`config.mk`:
```
export PLATFORM = sky130hd
export DESIGN_NAME = acrb_bank
export DESIGN_NICKNAME = d
export VERILOG_FILES = /design/src/rtl/acrb_sync.v /design/src/rtl/acrb_bank.v
export VERILOG_INCLUDE_DIRS = /design/src /design/src/rtl
export SDC_FILE = /design/constraint.sdc
export NUM_CORES = 1
export LEC_CHECK = 0
export ABC_AREA = 1
export BUFFER_PORTS_ARGS = -buffer_cell sky130_fd_sc_hd__buf_2
export CAP_MARGIN = 0
export CORE_ASPECT_RATIO = 0.8
export CORE_MARGIN = 2
export CORE_UTILIZATION = 35
export CTS_BUF_LIST = sky130_fd_sc_hd__clkbuf_2 sky130_fd_sc_hd__clkbuf_4 sky130_fd_sc_hd__clkbuf_8
export CTS_CLUSTER_SIZE = 40
export DETAILED_ROUTE_END_ITERATION = 7
export PLACE_DENSITY = 0.53
export SYNTH_ARGS = -nofsm -noshare
export SYNTH_HDL_FRONTEND = slang
export SYNTH_SLANG_ARGS = --single-unit
```
`constraint.sdc`:
```
create_clock -name ref_clk -period 1.7 [get_ports ref_clk]
set_input_delay 0.17 -clock ref_clk [delete_from_list [all_inputs] [get_ports ref_clk]]
set_output_delay 0.17 -clock ref_clk [all_outputs]
set_load 0.005 [all_outputs]
```
`src/rtl/acrb_defines.vh`:
```
// Constants for the converter configuration register bank
`ifndef ACRB_DEFINES_VH
`define ACRB_DEFINES_VH
`define ACRB_ADDR_SETUP 8'h00
`define ACRB_ADDR_PARTID 8'h01
`define ACRB_ADDR_GRADE 8'h02
`define ACRB_ADDR_MODES 8'h08
`define ACRB_ADDR_COMMIT 8'hff
`define ACRB_ADDR_FUNC_LO 8'h08
`define ACRB_ADDR_FUNC_HI 8'h2a
`define ACRB_SETUP_RESET 8'h18
`define ACRB_MODES_RESET 8'h00
`define ACRB_COMMIT_RESET 8'h00
`define ACRB_BIT_LSB_HI 6
`define ACRB_BIT_LSB_LO 1
`define ACRB_BIT_SRST_HI 5
`define ACRB_BIT_SRST_LO 2
`define ACRB_BIT_PIN_SEL 5
`define ACRB_BIT_COMMIT 0
`define ACRB_PD_NORMAL 3'b000
`define ACRB_PD_FULL 3'b001
`define ACRB_PD_STANDBY 3'b010
`define ACRB_PD_NORMAL2 3'b011
`define ACRB_SRST_CYCLES 4'h4
`define ACRB_OB_NEG 8'h00
`define ACRB_OB_POS 8'hff
`define ACRB_OB_MID 8'h80
`endif

```
`src/rtl/acrb_sync.v`:
```
// Two-flop synchroniser for the serial port pins
module acrb_sync (
    input wire ref_clk,
    input wire reset_n,
    input wire din,
    output reg dout
);
    reg stage1;
    always @(posedge ref_clk) begin
        if (!reset_n) begin
            stage1 <= 1'b0;
            dout <= 1'b0;
        end else begin
            stage1 <= din;
            dout <= stage1;
        end
    end
endmodule // acrb_sync

```
`src/rtl/acrb_bank.v`:
```
// Converter configuration register bank behind a three-wire serial port
//
// Function
// Offset binary codes 00/80/ff; overrange only beyond full scale by half LSB.
// Twos complement codes 80/00/7f, saturating beyond range.
// Decode groups: chip config 00-02, commit at ff, functions 08-2a.
// Host writes undefined or reserved locations only with defaults or zero.
// Reset loads critical defaults; registers without default keep their value.
// Setup register resets 18; bit order bits 6,1; soft reset 5,2; 4,3 one.
// Host writes setup upper nibble as mirror of lower nibble.
// Read-only eight bit part identifier ignores writes.
// Read-only speed grade; low three bits undefined, upper three zero.
// Commit bit copies staged settings into active registers; resets to 00.
// Power-down field: 000/011 normal, 001 full, 010 standby; resets 000.
// Power-down pin overrides field; bit 5 picks full (0) or standby (1).
// Shift most significant bit first until bit order changed.
// Transaction is 16-bit instruction then data bytes counted by two length bits.
// Soft reset bits clear themselves after the internal reset completes.
module acrb_bank #(
    parameter [7:0] PART_ID = 8'h5a, // Arbitrary identifier value
    parameter [1:0] SPEED_GRADE = 2'b01
) (
    input wire ref_clk,
    input wire reset_n,
    input wire spi_sclk,
    input wire spi_cs_n,
    input wire spi_sdio_in,
    output reg spi_sdio_out,
    output reg spi_sdio_oe,
    input wire powerdown_pin,
    input wire [7:0] raw_sample,
    input wire over_pos,
    input wire over_neg,
    input wire twos_comp_sel,
    output reg [7:0] sample_output_bus,
    output reg overrange,
    output reg [1:0] power_state
);
`include "acrb_defines.vh"
    // --------------------------------
    // Pin synchronisers
    // --------------------------------
    wire sclk_s;
    wire cs_act_s;
    wire sdio_s;
    acrb_sync u_sclk (.ref_clk(ref_clk), .reset_n(reset_n), .din(spi_sclk), .dout(sclk_s));
    // Select is synchronised inverted so that the cleared stages read as a deselected port
    acrb_sync u_cs (.ref_clk(ref_clk), .reset_n(reset_n), .din(~spi_cs_n), .dout(cs_act_s));
    wire cs_n_s = ~cs_act_s;
    acrb_sync u_sdio (.ref_clk(ref_clk), .reset_n(reset_n), .din(spi_sdio_in), .dout(sdio_s));
    reg sclk_d;
    wire sclk_rise = sclk_s & ~sclk_d;
    wire sclk_fall = ~sclk_s & sclk_d;

    // --------------------------------
    // Registers
    // --------------------------------
    reg [7:0] serial_port_setup;
    reg [7:0] power_mode_control;
    reg [7:0] power_mode_staged;
    reg [7:0] shadow_commit;
    reg [3:0] srst_cnt;
    reg [2:0] grade_low;
    wire lsb_first = serial_port_setup[`ACRB_BIT_LSB_HI] | serial_port_setup[`ACRB_BIT_LSB_LO];

    function [7:0] acrb_read;
        input [7:0] addr;
        begin
            case (addr)
                `ACRB_ADDR_SETUP: acrb_read = serial_port_setup;
                `ACRB_ADDR_PARTID: acrb_read = PART_ID;
                `ACRB_ADDR_GRADE: acrb_read = {3'b000, SPEED_GRADE, grade_low};
                `ACRB_ADDR_MODES: acrb_read = power_mode_staged;
                `ACRB_ADDR_COMMIT: acrb_read = shadow_commit;
                default: acrb_read = 8'h00;
            endcase
        end
    endfunction

    // --------------------------------
    // Serial frame engine
    // --------------------------------
    localparam ST_INSTR = 2'd0;
    localparam ST_DATA = 2'd1;
    localparam ST_DONE = 2'd2;
    reg [1:0] state;
    reg [15:0] instr;
    reg [4:0] bit_cnt;
    reg [7:0] shreg;
    reg [7:0] addr;
    reg [2:0] bytes_left;
    reg rd_mode;
    reg [7:0] rd_byte;
    reg [2:0] rd_idx;
    wire [15:0] instr_n = lsb_first ? {sdio_s, instr[15:1]} : {instr[14:0], sdio_s};
    wire [7:0] shreg_n = lsb_first ? {sdio_s, shreg[7:1]} : {shreg[6:0], sdio_s};
    // Instruction word rw, w1, w0, 13-bit address; the shift direction already undoes the bit order
    wire [15:0] instr_v = instr_n;
    wire [7:0] wr_data = shreg_n;
    wire in_func = (addr >= `ACRB_ADDR_FUNC_LO) && (addr <= `ACRB_ADDR_FUNC_HI);
    wire [2:0] pd_field = power_mode_control[2:0];

    always @(posedge ref_clk) begin
        sclk_d <= sclk_s;
        if (!reset_n) begin
            sclk_d <= 1'b0;
            state <= ST_INSTR;
            instr <= 16'h0000;
            bit_cnt <= 5'd0;
            shreg <= 8'h00;
            addr <= 8'h00;
            bytes_left <= 3'd0;
            rd_mode <= 1'b0;
            rd_byte <= 8'h00;
            rd_idx <= 3'd0;
            spi_sdio_out <= 1'b0;
            spi_sdio_oe <= 1'b0;
            serial_port_setup <= `ACRB_SETUP_RESET;
            power_mode_control <= `ACRB_MODES_RESET;
            power_mode_staged <= `ACRB_MODES_RESET;
            shadow_commit <= `ACRB_COMMIT_RESET;
            srst_cnt <= 4'h0;
        end else begin
            // Soft reset counts down then clears its bits and restores defaults
            if (srst_cnt != 4'h0) begin
                srst_cnt <= srst_cnt - 4'h1;
                if (srst_cnt == 4'h1) begin
                    serial_port_setup <= `ACRB_SETUP_RESET;
                    power_mode_control <= `ACRB_MODES_RESET;
                    power_mode_staged <= `ACRB_MODES_RESET;
                end
            end
            if (shadow_commit[`ACRB_BIT_COMMIT]) begin
                power_mode_control <= power_mode_staged;
                shadow_commit <= 8'h00;
            end
            if (cs_n_s) begin
                state <= ST_INSTR;
                bit_cnt <= 5'd0;
                spi_sdio_oe <= 1'b0;
            end else if (sclk_rise) begin
                case (state)
                    ST_INSTR: begin
                        instr <= instr_n;
                        bit_cnt <= bit_cnt + 5'd1;
                        if (bit_cnt == 5'd15) begin
                            state <= ST_DATA;
                            bit_cnt <= 5'd0;
                            rd_mode <= instr_v[15];
                            bytes_left <= (instr_v[14:13] == 2'b11) ? 3'd7 : {1'b0, instr_v[14:13]};
                            addr <= instr_v[7:0];
                            rd_byte <= acrb_read(instr_v[7:0]);
                            rd_idx <= 3'd0;
                        end
                    end
                    ST_DATA: begin
                        shreg <= shreg_n;
                        bit_cnt <= bit_cnt + 5'd1;
                        rd_idx <= rd_idx + 3'd1;
                        if (bit_cnt == 5'd7) begin
                            bit_cnt <= 5'd0;
                            rd_idx <= 3'd0;
                            if (!rd_mode) begin
                                case (addr)
                                    `ACRB_ADDR_SETUP: begin

                                        serial_port_setup <= {1'b0, wr_data[6:5], 2'b11, wr_data[2:1], 1'b0};
                                        if (wr_data[`ACRB_BIT_SRST_HI] | wr_data[`ACRB_BIT_SRST_LO])
                                            srst_cnt <= `ACRB_SRST_CYCLES;
                                    end
                                    `ACRB_ADDR_COMMIT: shadow_commit <= {7'h00, wr_data[0]};
                                    default: begin
                                        if (in_func && addr == `ACRB_ADDR_MODES)
                                            power_mode_staged <= {2'b00, wr_data[5], 2'b00, wr_data[2:0]};
                                    end
                                endcase
                            end
                            addr <= addr - 8'h01;
                            rd_byte <= acrb_read(addr - 8'h01);
                            if (bytes_left == 3'd0)
                                state <= ST_DONE;
                            else if (bytes_left != 3'd7)
                                bytes_left <= bytes_left - 3'd1;
                        end
                    end
                    default: state <= ST_DONE;
                endcase
            end else if (sclk_fall && state == ST_DATA && rd_mode) begin
                spi_sdio_oe <= 1'b1;
                spi_sdio_out <= lsb_first ? rd_byte[rd_idx] : rd_byte[3'd7 - rd_idx];
            end
        end
    end

    // Grade low bits have no reset branch but are loaded with zero on every clock
    always @(posedge ref_clk) begin
        grade_low <= 3'b000;
    end

    // --------------------------------
    // Power mode and output coding
    // --------------------------------
    always @(posedge ref_clk) begin
        if (!reset_n) begin
            power_state <= 2'd0;
            sample_output_bus <= 8'h00;
            overrange <= 1'b0;
        end else begin
            if (powerdown_pin)
                power_state <= power_mode_control[`ACRB_BIT_PIN_SEL] ? 2'd2 : 2'd1;
            else begin
                case (pd_field)
                    `ACRB_PD_FULL: power_state <= 2'd1;
                    `ACRB_PD_STANDBY: power_state <= 2'd2;
                    default: power_state <= 2'd0;
                endcase
            end
            // Raw sample is offset binary; flags mark excess over half LSB
            if (over_pos)
                sample_output_bus <= twos_comp_sel ? (`ACRB_OB_POS ^ `ACRB_OB_MID) : `ACRB_OB_POS;
            else if (over_neg)
                sample_output_bus <= twos_comp_sel ? (`ACRB_OB_NEG ^ `ACRB_OB_MID) : `ACRB_OB_NEG;
            else
                sample_output_bus <= twos_comp_sel ? (raw_sample ^ `ACRB_OB_MID) : raw_sample;
            overrange <= over_pos | over_neg;
        end
    end
endmodule // acrb_bank

```
## Yosys cells after proc, flatten, opt, wreduce, memory -nomap -nowiden

Cells that the tools add are included.

- Output and inout port bits: 13
- Register bits: 108
- Input bits: 17
- Logic and storage cells: 169

- Add/sub/neg operators: 6
- Mux-type cells: 74
- Magnitude comparators: 4
- Equality and inequality tests: 23
- Reduce and logical (&&, ||, !) cells: 26
- Bitwise operators: 10

Operators with widths:

| kind | count |
|---|---|
| 2-to-1 mux 8 bit | 34 |
| one-hot mux 8 bit (5 select lines) | 2 |
| 2-to-1 mux 4 bit | 8 |
| one-hot mux 8 bit (2 select lines) | 2 |
| equality test 8 x 4 -> 1 bit (second input constant) | 3 |
| equality test 8 bit (second input constant) | 3 |
| logical NOT 8 bit | 3 |
| 2-to-1 mux 3 bit | 7 |
| 2-to-1 mux 6 bit | 3 |
| equality test 8 x 1 -> 1 bit (second input constant) | 2 |
| equality test 8 x 2 -> 1 bit (second input constant) | 2 |
| 2-to-1 mux 16 bit | 1 |
| one-hot mux 3 bit (2 select lines) | 2 |
| AND reduction 4 bit | 3 |
| 2-to-1 mux 2 bit | 5 |
| 2-to-1 mux 5 bit | 2 |
| inequality test 2 bit (second input constant) | 5 |
| one-hot mux 5 bit (2 select lines) | 1 |
| AND reduction 3 bit | 3 |
| >= comparator 8 x 4 -> 1 bit (second input constant) | 1 |
| <= comparator 8 x 6 -> 1 bit (second input constant) | 1 |
| less-than comparator 3 x 4 -> 1 bit (second input constant) | 2 |
| one-hot mux 2 bit (2 select lines) | 2 |
| AND reduction 2 bit | 4 |
| 27 further kinds | 42 |

## Depth between registers and ports, before layout

- Word-level depth: 10
- Mapped depth: 15
- Depth with buffers taken out: 14

## Modules after synthesis

A second synthesis with hierarchy kept.

- Cell total of the unflattened synthesis: 770
- Area, all modules: 5521.5 um2

Modules (own cells, without submodules):

| module | seq. area each (um2) | area each (um2) | cells each | instances |
|---|---|---|---|---|
| acrb_bank | 2001.9 | 5356.4 | 752 | 1 |
| acrb_sync | 40.0 | 55.1 | 6 | 3 |

## Worst setup path before layout

Ideal clock, no wire load.

- Path kind: reg-to-reg
- Start point: register addr[0]
- End point: register rd_byte[7]
- Path buffers: 0
- Data required time: 1.634 ns
- Setup time: 0.066 ns
- Period minus slack after synthesis: 1.870 ns
- Cell stages (with the launch flop): 12
- Data arrival time: 1.804 ns
- Path slack: -0.170 ns
- Cell sequence: dfxtp_1 -> inv_1 -> ha_1 -> inv_1 -> nor2_1 -> nor2_1 -> nand2_1 -> a21oi_2 -> nand3_1 -> nand4_1 -> nand3_1 -> a21oi_2

- Cells in the longest elaborated chain, start to end: 5
- Elaborated cells between the ends (all ways): 9
- Those cells by class: 1 x add/sub; 4 x eq/ne; 3 x mux; 1 x reduce/logical

RTL lines:

| element | line | RTL |
|---|---|---|
| start: declaration | acrb_bank.v:90 | `reg [7:0] addr;` |
| start signal: assignment | acrb_bank.v:151 | `addr <= instr_v[7:0];` |
| start signal: assignment | acrb_bank.v:178 | `addr <= addr - 8'h01;` |
| subtractor 8 x 1 -> 8 bit (*) | acrb_bank.v:179 | `rd_byte <= acrb_read(addr - 8'h01);` |
| equality test 8 bit, or another cell as far along | acrb_bank.v:69 | `case (addr)` |
| one-hot mux 8 bit (5 select lines) (*) | acrb_bank.v:69 |  |
| 2-to-1 mux 8 bit (*) | acrb_bank.v:160 | `if (bit_cnt == 5'd7) begin` |
| one-hot mux 8 bit (2 select lines) (*) | acrb_bank.v:142 | `case (state)` |
| end signal: assignment | acrb_bank.v:152 | `rd_byte <= acrb_read(instr_v[7:0]);` |
| end signal: assignment | acrb_bank.v:179 |  |
| end: declaration | acrb_bank.v:93 | `reg [7:0] rd_byte;` |

Every way passes the cells marked *; elsewhere a longest branch is shown, timed or not. The select of a mux whose other input is x is not followed.
A chain may end at the register's enable or synchronous reset.

## Worst setup path in the final report

- Start point: register addr[1]
- End point: register rd_byte[7]

Same word-level chain as after synthesis.

==> summary.txt <==
Status = finished with violations
Failing checks = setup timing
Initial antenna violation count = 0
Detailed-route via count = 5802
# rows = 41
# H-tree levels = 3
Total chip power = 4920 uW
Arrival time at the worst endpoint = 2.16 ns
WS Path Type = reg2reg
Top FF cell, synth = dfxtp_1
Drt first pass iters = 5
Cell variety after synth = 41
CTS root buf = clkbuf_8
Die width = 146 um
Synth cell count leaders = nand2_1, dfxtp_1, inv_1, nand3_1, o21ai_0
Clk buf depth = 2
Synth area leaders = dfxtp_1, nand2_1, inv_1
Post-DRT Antenna Nets = 0
Final period util = 107%
Number of global-route vias before repair = 5470
Nets@finish = 961
First-pass GRT wire length = 27.4 mm
Synth Area in Compound Gates = 17.3%
Total gr overflow = 0
Vias/cell = 5.05
Wirelength per Cell = 15.0 um
Chip Height = 118 um
Fmax = 0.551 GHz
Multiplexer share of the synthesized area = 0.177%
Diode count = 0
Slew HR = 76.8%
Simple-gate area share of the yosys netlist = 31.6%
Clk_skew = 0.0157 ns
Largest family of logic cells by synthesized area = simple AND/OR/NAND/NOR gates
Die area = 0.0172 sq mm
Top-area cell type share of the netlist area = 37.4%
Yosys warns = 0
Hold Fails Final Rpt = 0
Buffers on Ports = 29
Largest area contributor in the netlist = dfxtp_1
Crit-path max FO = 4
DRC errors left = 0
Finished Layout Cells = 1149
Clk slew on worst S/H paths = 0.11 ns
Pleak = 0.00336 uW
Starting DRT DRC Count = 418
Seq/Total Area, Yosys = 37.4%
Flops & latches, synth = 106
Synth Area in XOR/XNOR = 0.618%
Core area = 0.0158 sq mm
Power Dens Cells = 621 mW/mm^2
Total Wirelength = 17.2 mm
Largest net degree at the start of global routing = 22
Placed Cells = 1092
Crit. End Element = flop
Final GP Congestion = 0.903
Actual slew at the worst max-slew pin = 0.347 ns
Maxcap violations = 0
Critical Path Start Type = flop
# IOs = 30
Final worst slack = -0.116 ns
Starting Density = 35.9%
Final Setup Violations = 25
Synth async-reset ratio = 0%
Req. time, crit path = 2.04 ns
HP Class = in2reg
Post-DP HPWL = 12.5 mm
CTS Sinks = 106
Ratio of cells with drive above 1 in the final layout = 36.2%
Adder-Cell Fraction of Synth Area = 3.31%
Final critical-path required period = 1.82 ns
Clk Latency, worst-skew pair = 0.40 ns
Count leader, synth = nand2_1
Final Max Tran Viols = 0
Synthesized net count = 818
Final Core Density = 50.1%
RSZ-0062 raised after global routing = true
Number of synthesized flops with an enable pin = 0
GRT Overall Usage = 19.7%
CTS tree = yes
Mean Syn Cell Area = 7.21 sq um
VDD IR max = 440 uV
Layout area overhead = 39.7%
Synthesized cell area = 0.00567 sq mm
Inserted Clock Buffers = 9
Syn Inst Count = 786
area by class of cell:
cell class | count | area [sq um]
clock inverter | 7 | 91.3
multi-input combinational | 554 | 3590
tap | 215 | 269
fill | 1531 | 7880
sequential | 106 | 2140
timing repair buffer | 159 | 1310
clock buffer | 9 | 124
inverter | 99 | 397
metrics by stage:
stage / hold slack, ns / cell area (sq um) / setup slack, ns / TNS, ns
floorplan: 0.242 / 5770 / -0.0484 / -0.285
global placement: 0.338 / 6780 / -0.254 / -4.96
detailed placement: 0.335 / 6780 / -0.295 / -5.95
CTS: 0.0265 / 7510 / -0.0992 / -1.12
global route: 0.0942 / 7920 / -0.237 / -4.61
finish: 0.0552 / 7920 / -0.116 / -1.33
path summary, 6_finish.rpt:
path / startpoint / to / slack, ns / cells after the start
worst min-delay path: over_pos / sample_output_bus[7]$_SDFF_PN0_ / 0.06 / 3
worst max register to register: addr[1]$_SDFFE_PN0P_ / rd_byte[7]$_SDFFE_PN0P_ / -0.12 / 12
worst max-delay path: addr[1]$_SDFFE_PN0P_ / rd_byte[7]$_SDFFE_PN0P_ / -0.12 / 12
worst min register to register: u_sdio.stage1$_SDFF_PN0_ / u_sdio.dout$_SDFF_PN0_ / 0.43 / 2
layer usage:
metal	routed length, um	GRT usage [%]	up-vias
met5	0	0	-
met4	255	4.73	0
met3	1050	4.26	19
met2	7650	30.2	171
met1	8280	28.2	2674
li1	-	-	2938
state kept, by name, summed over array words and instances, names as in the netlist, 2 cells and up:
signal / flops
power_mode_staged: 8
addr: 8
serial_port_setup: 8
state: 2
shadow_commit: 8
shreg: 8
rd_idx: 3
rd_byte: 8
power_mode_control: 4
power_state: 2
bit_cnt: 5
bytes_left: 3
instr: 16
srst_cnt: 4
sample_output_bus: 8
where the power goes:
group	internal [uW]	switching [uW]	total [uW]
logic	246	332	579
registers	2550	52.6	2600
clock network	728	1010	1740
cell usage in the layout (no fill, tap or decap), types with 14 or more instances in the layout:
cell | synthesis | final
a21oi_1 | 66 | 56
a21oi_2 | 6 | 14
buf_2 | 10 | 29
buf_4 | 1 | 95
buf_6 | 5 | 14
dfxtp_1 | 106 | 98
inv_1 | 94 | 81
nand2_1 | 130 | 109
nand2_2 | 15 | 30
nand3_1 | 68 | 52
nand3_2 | 4 | 19
nand4_1 | 35 | 35
nor2_1 | 54 | 41
nor2_4 | 8 | 22
o21ai_0 | 68 | 47
o21ai_1 | 4 | 14
repair_timing:
action	CTS	global route
gates cloned	4	1
endpoints found under the setup margin	51	63
resized for setup	69	101
hold endpoints to repair	12	0
hold buffers	12	0
pin swaps	32	35
buffers inserted	16	11
worst max-delay path, stage by stage, from the launching register on:
cell and delay [ns]:
dfxtp_4 0.38, inv_4 0.07, ha_4 0.15, inv_4 0.04, nor2_4 0.16, nand2_2 0.09
nand2_2 0.12, nand3_4 0.10, nor2_4 0.16, nand2_1 0.06, nand4_1 0.18, nand3_1 0.13
a21oi_2 0.12
cells by family after synthesis:
family,after synthesis
fa+ha+maj,15
mux,1
buf+inv,130
xor+xnor,4
compound gates,177
flops,106
simple gates,353
Note: power is estimated with default switching activity, not from simulation.
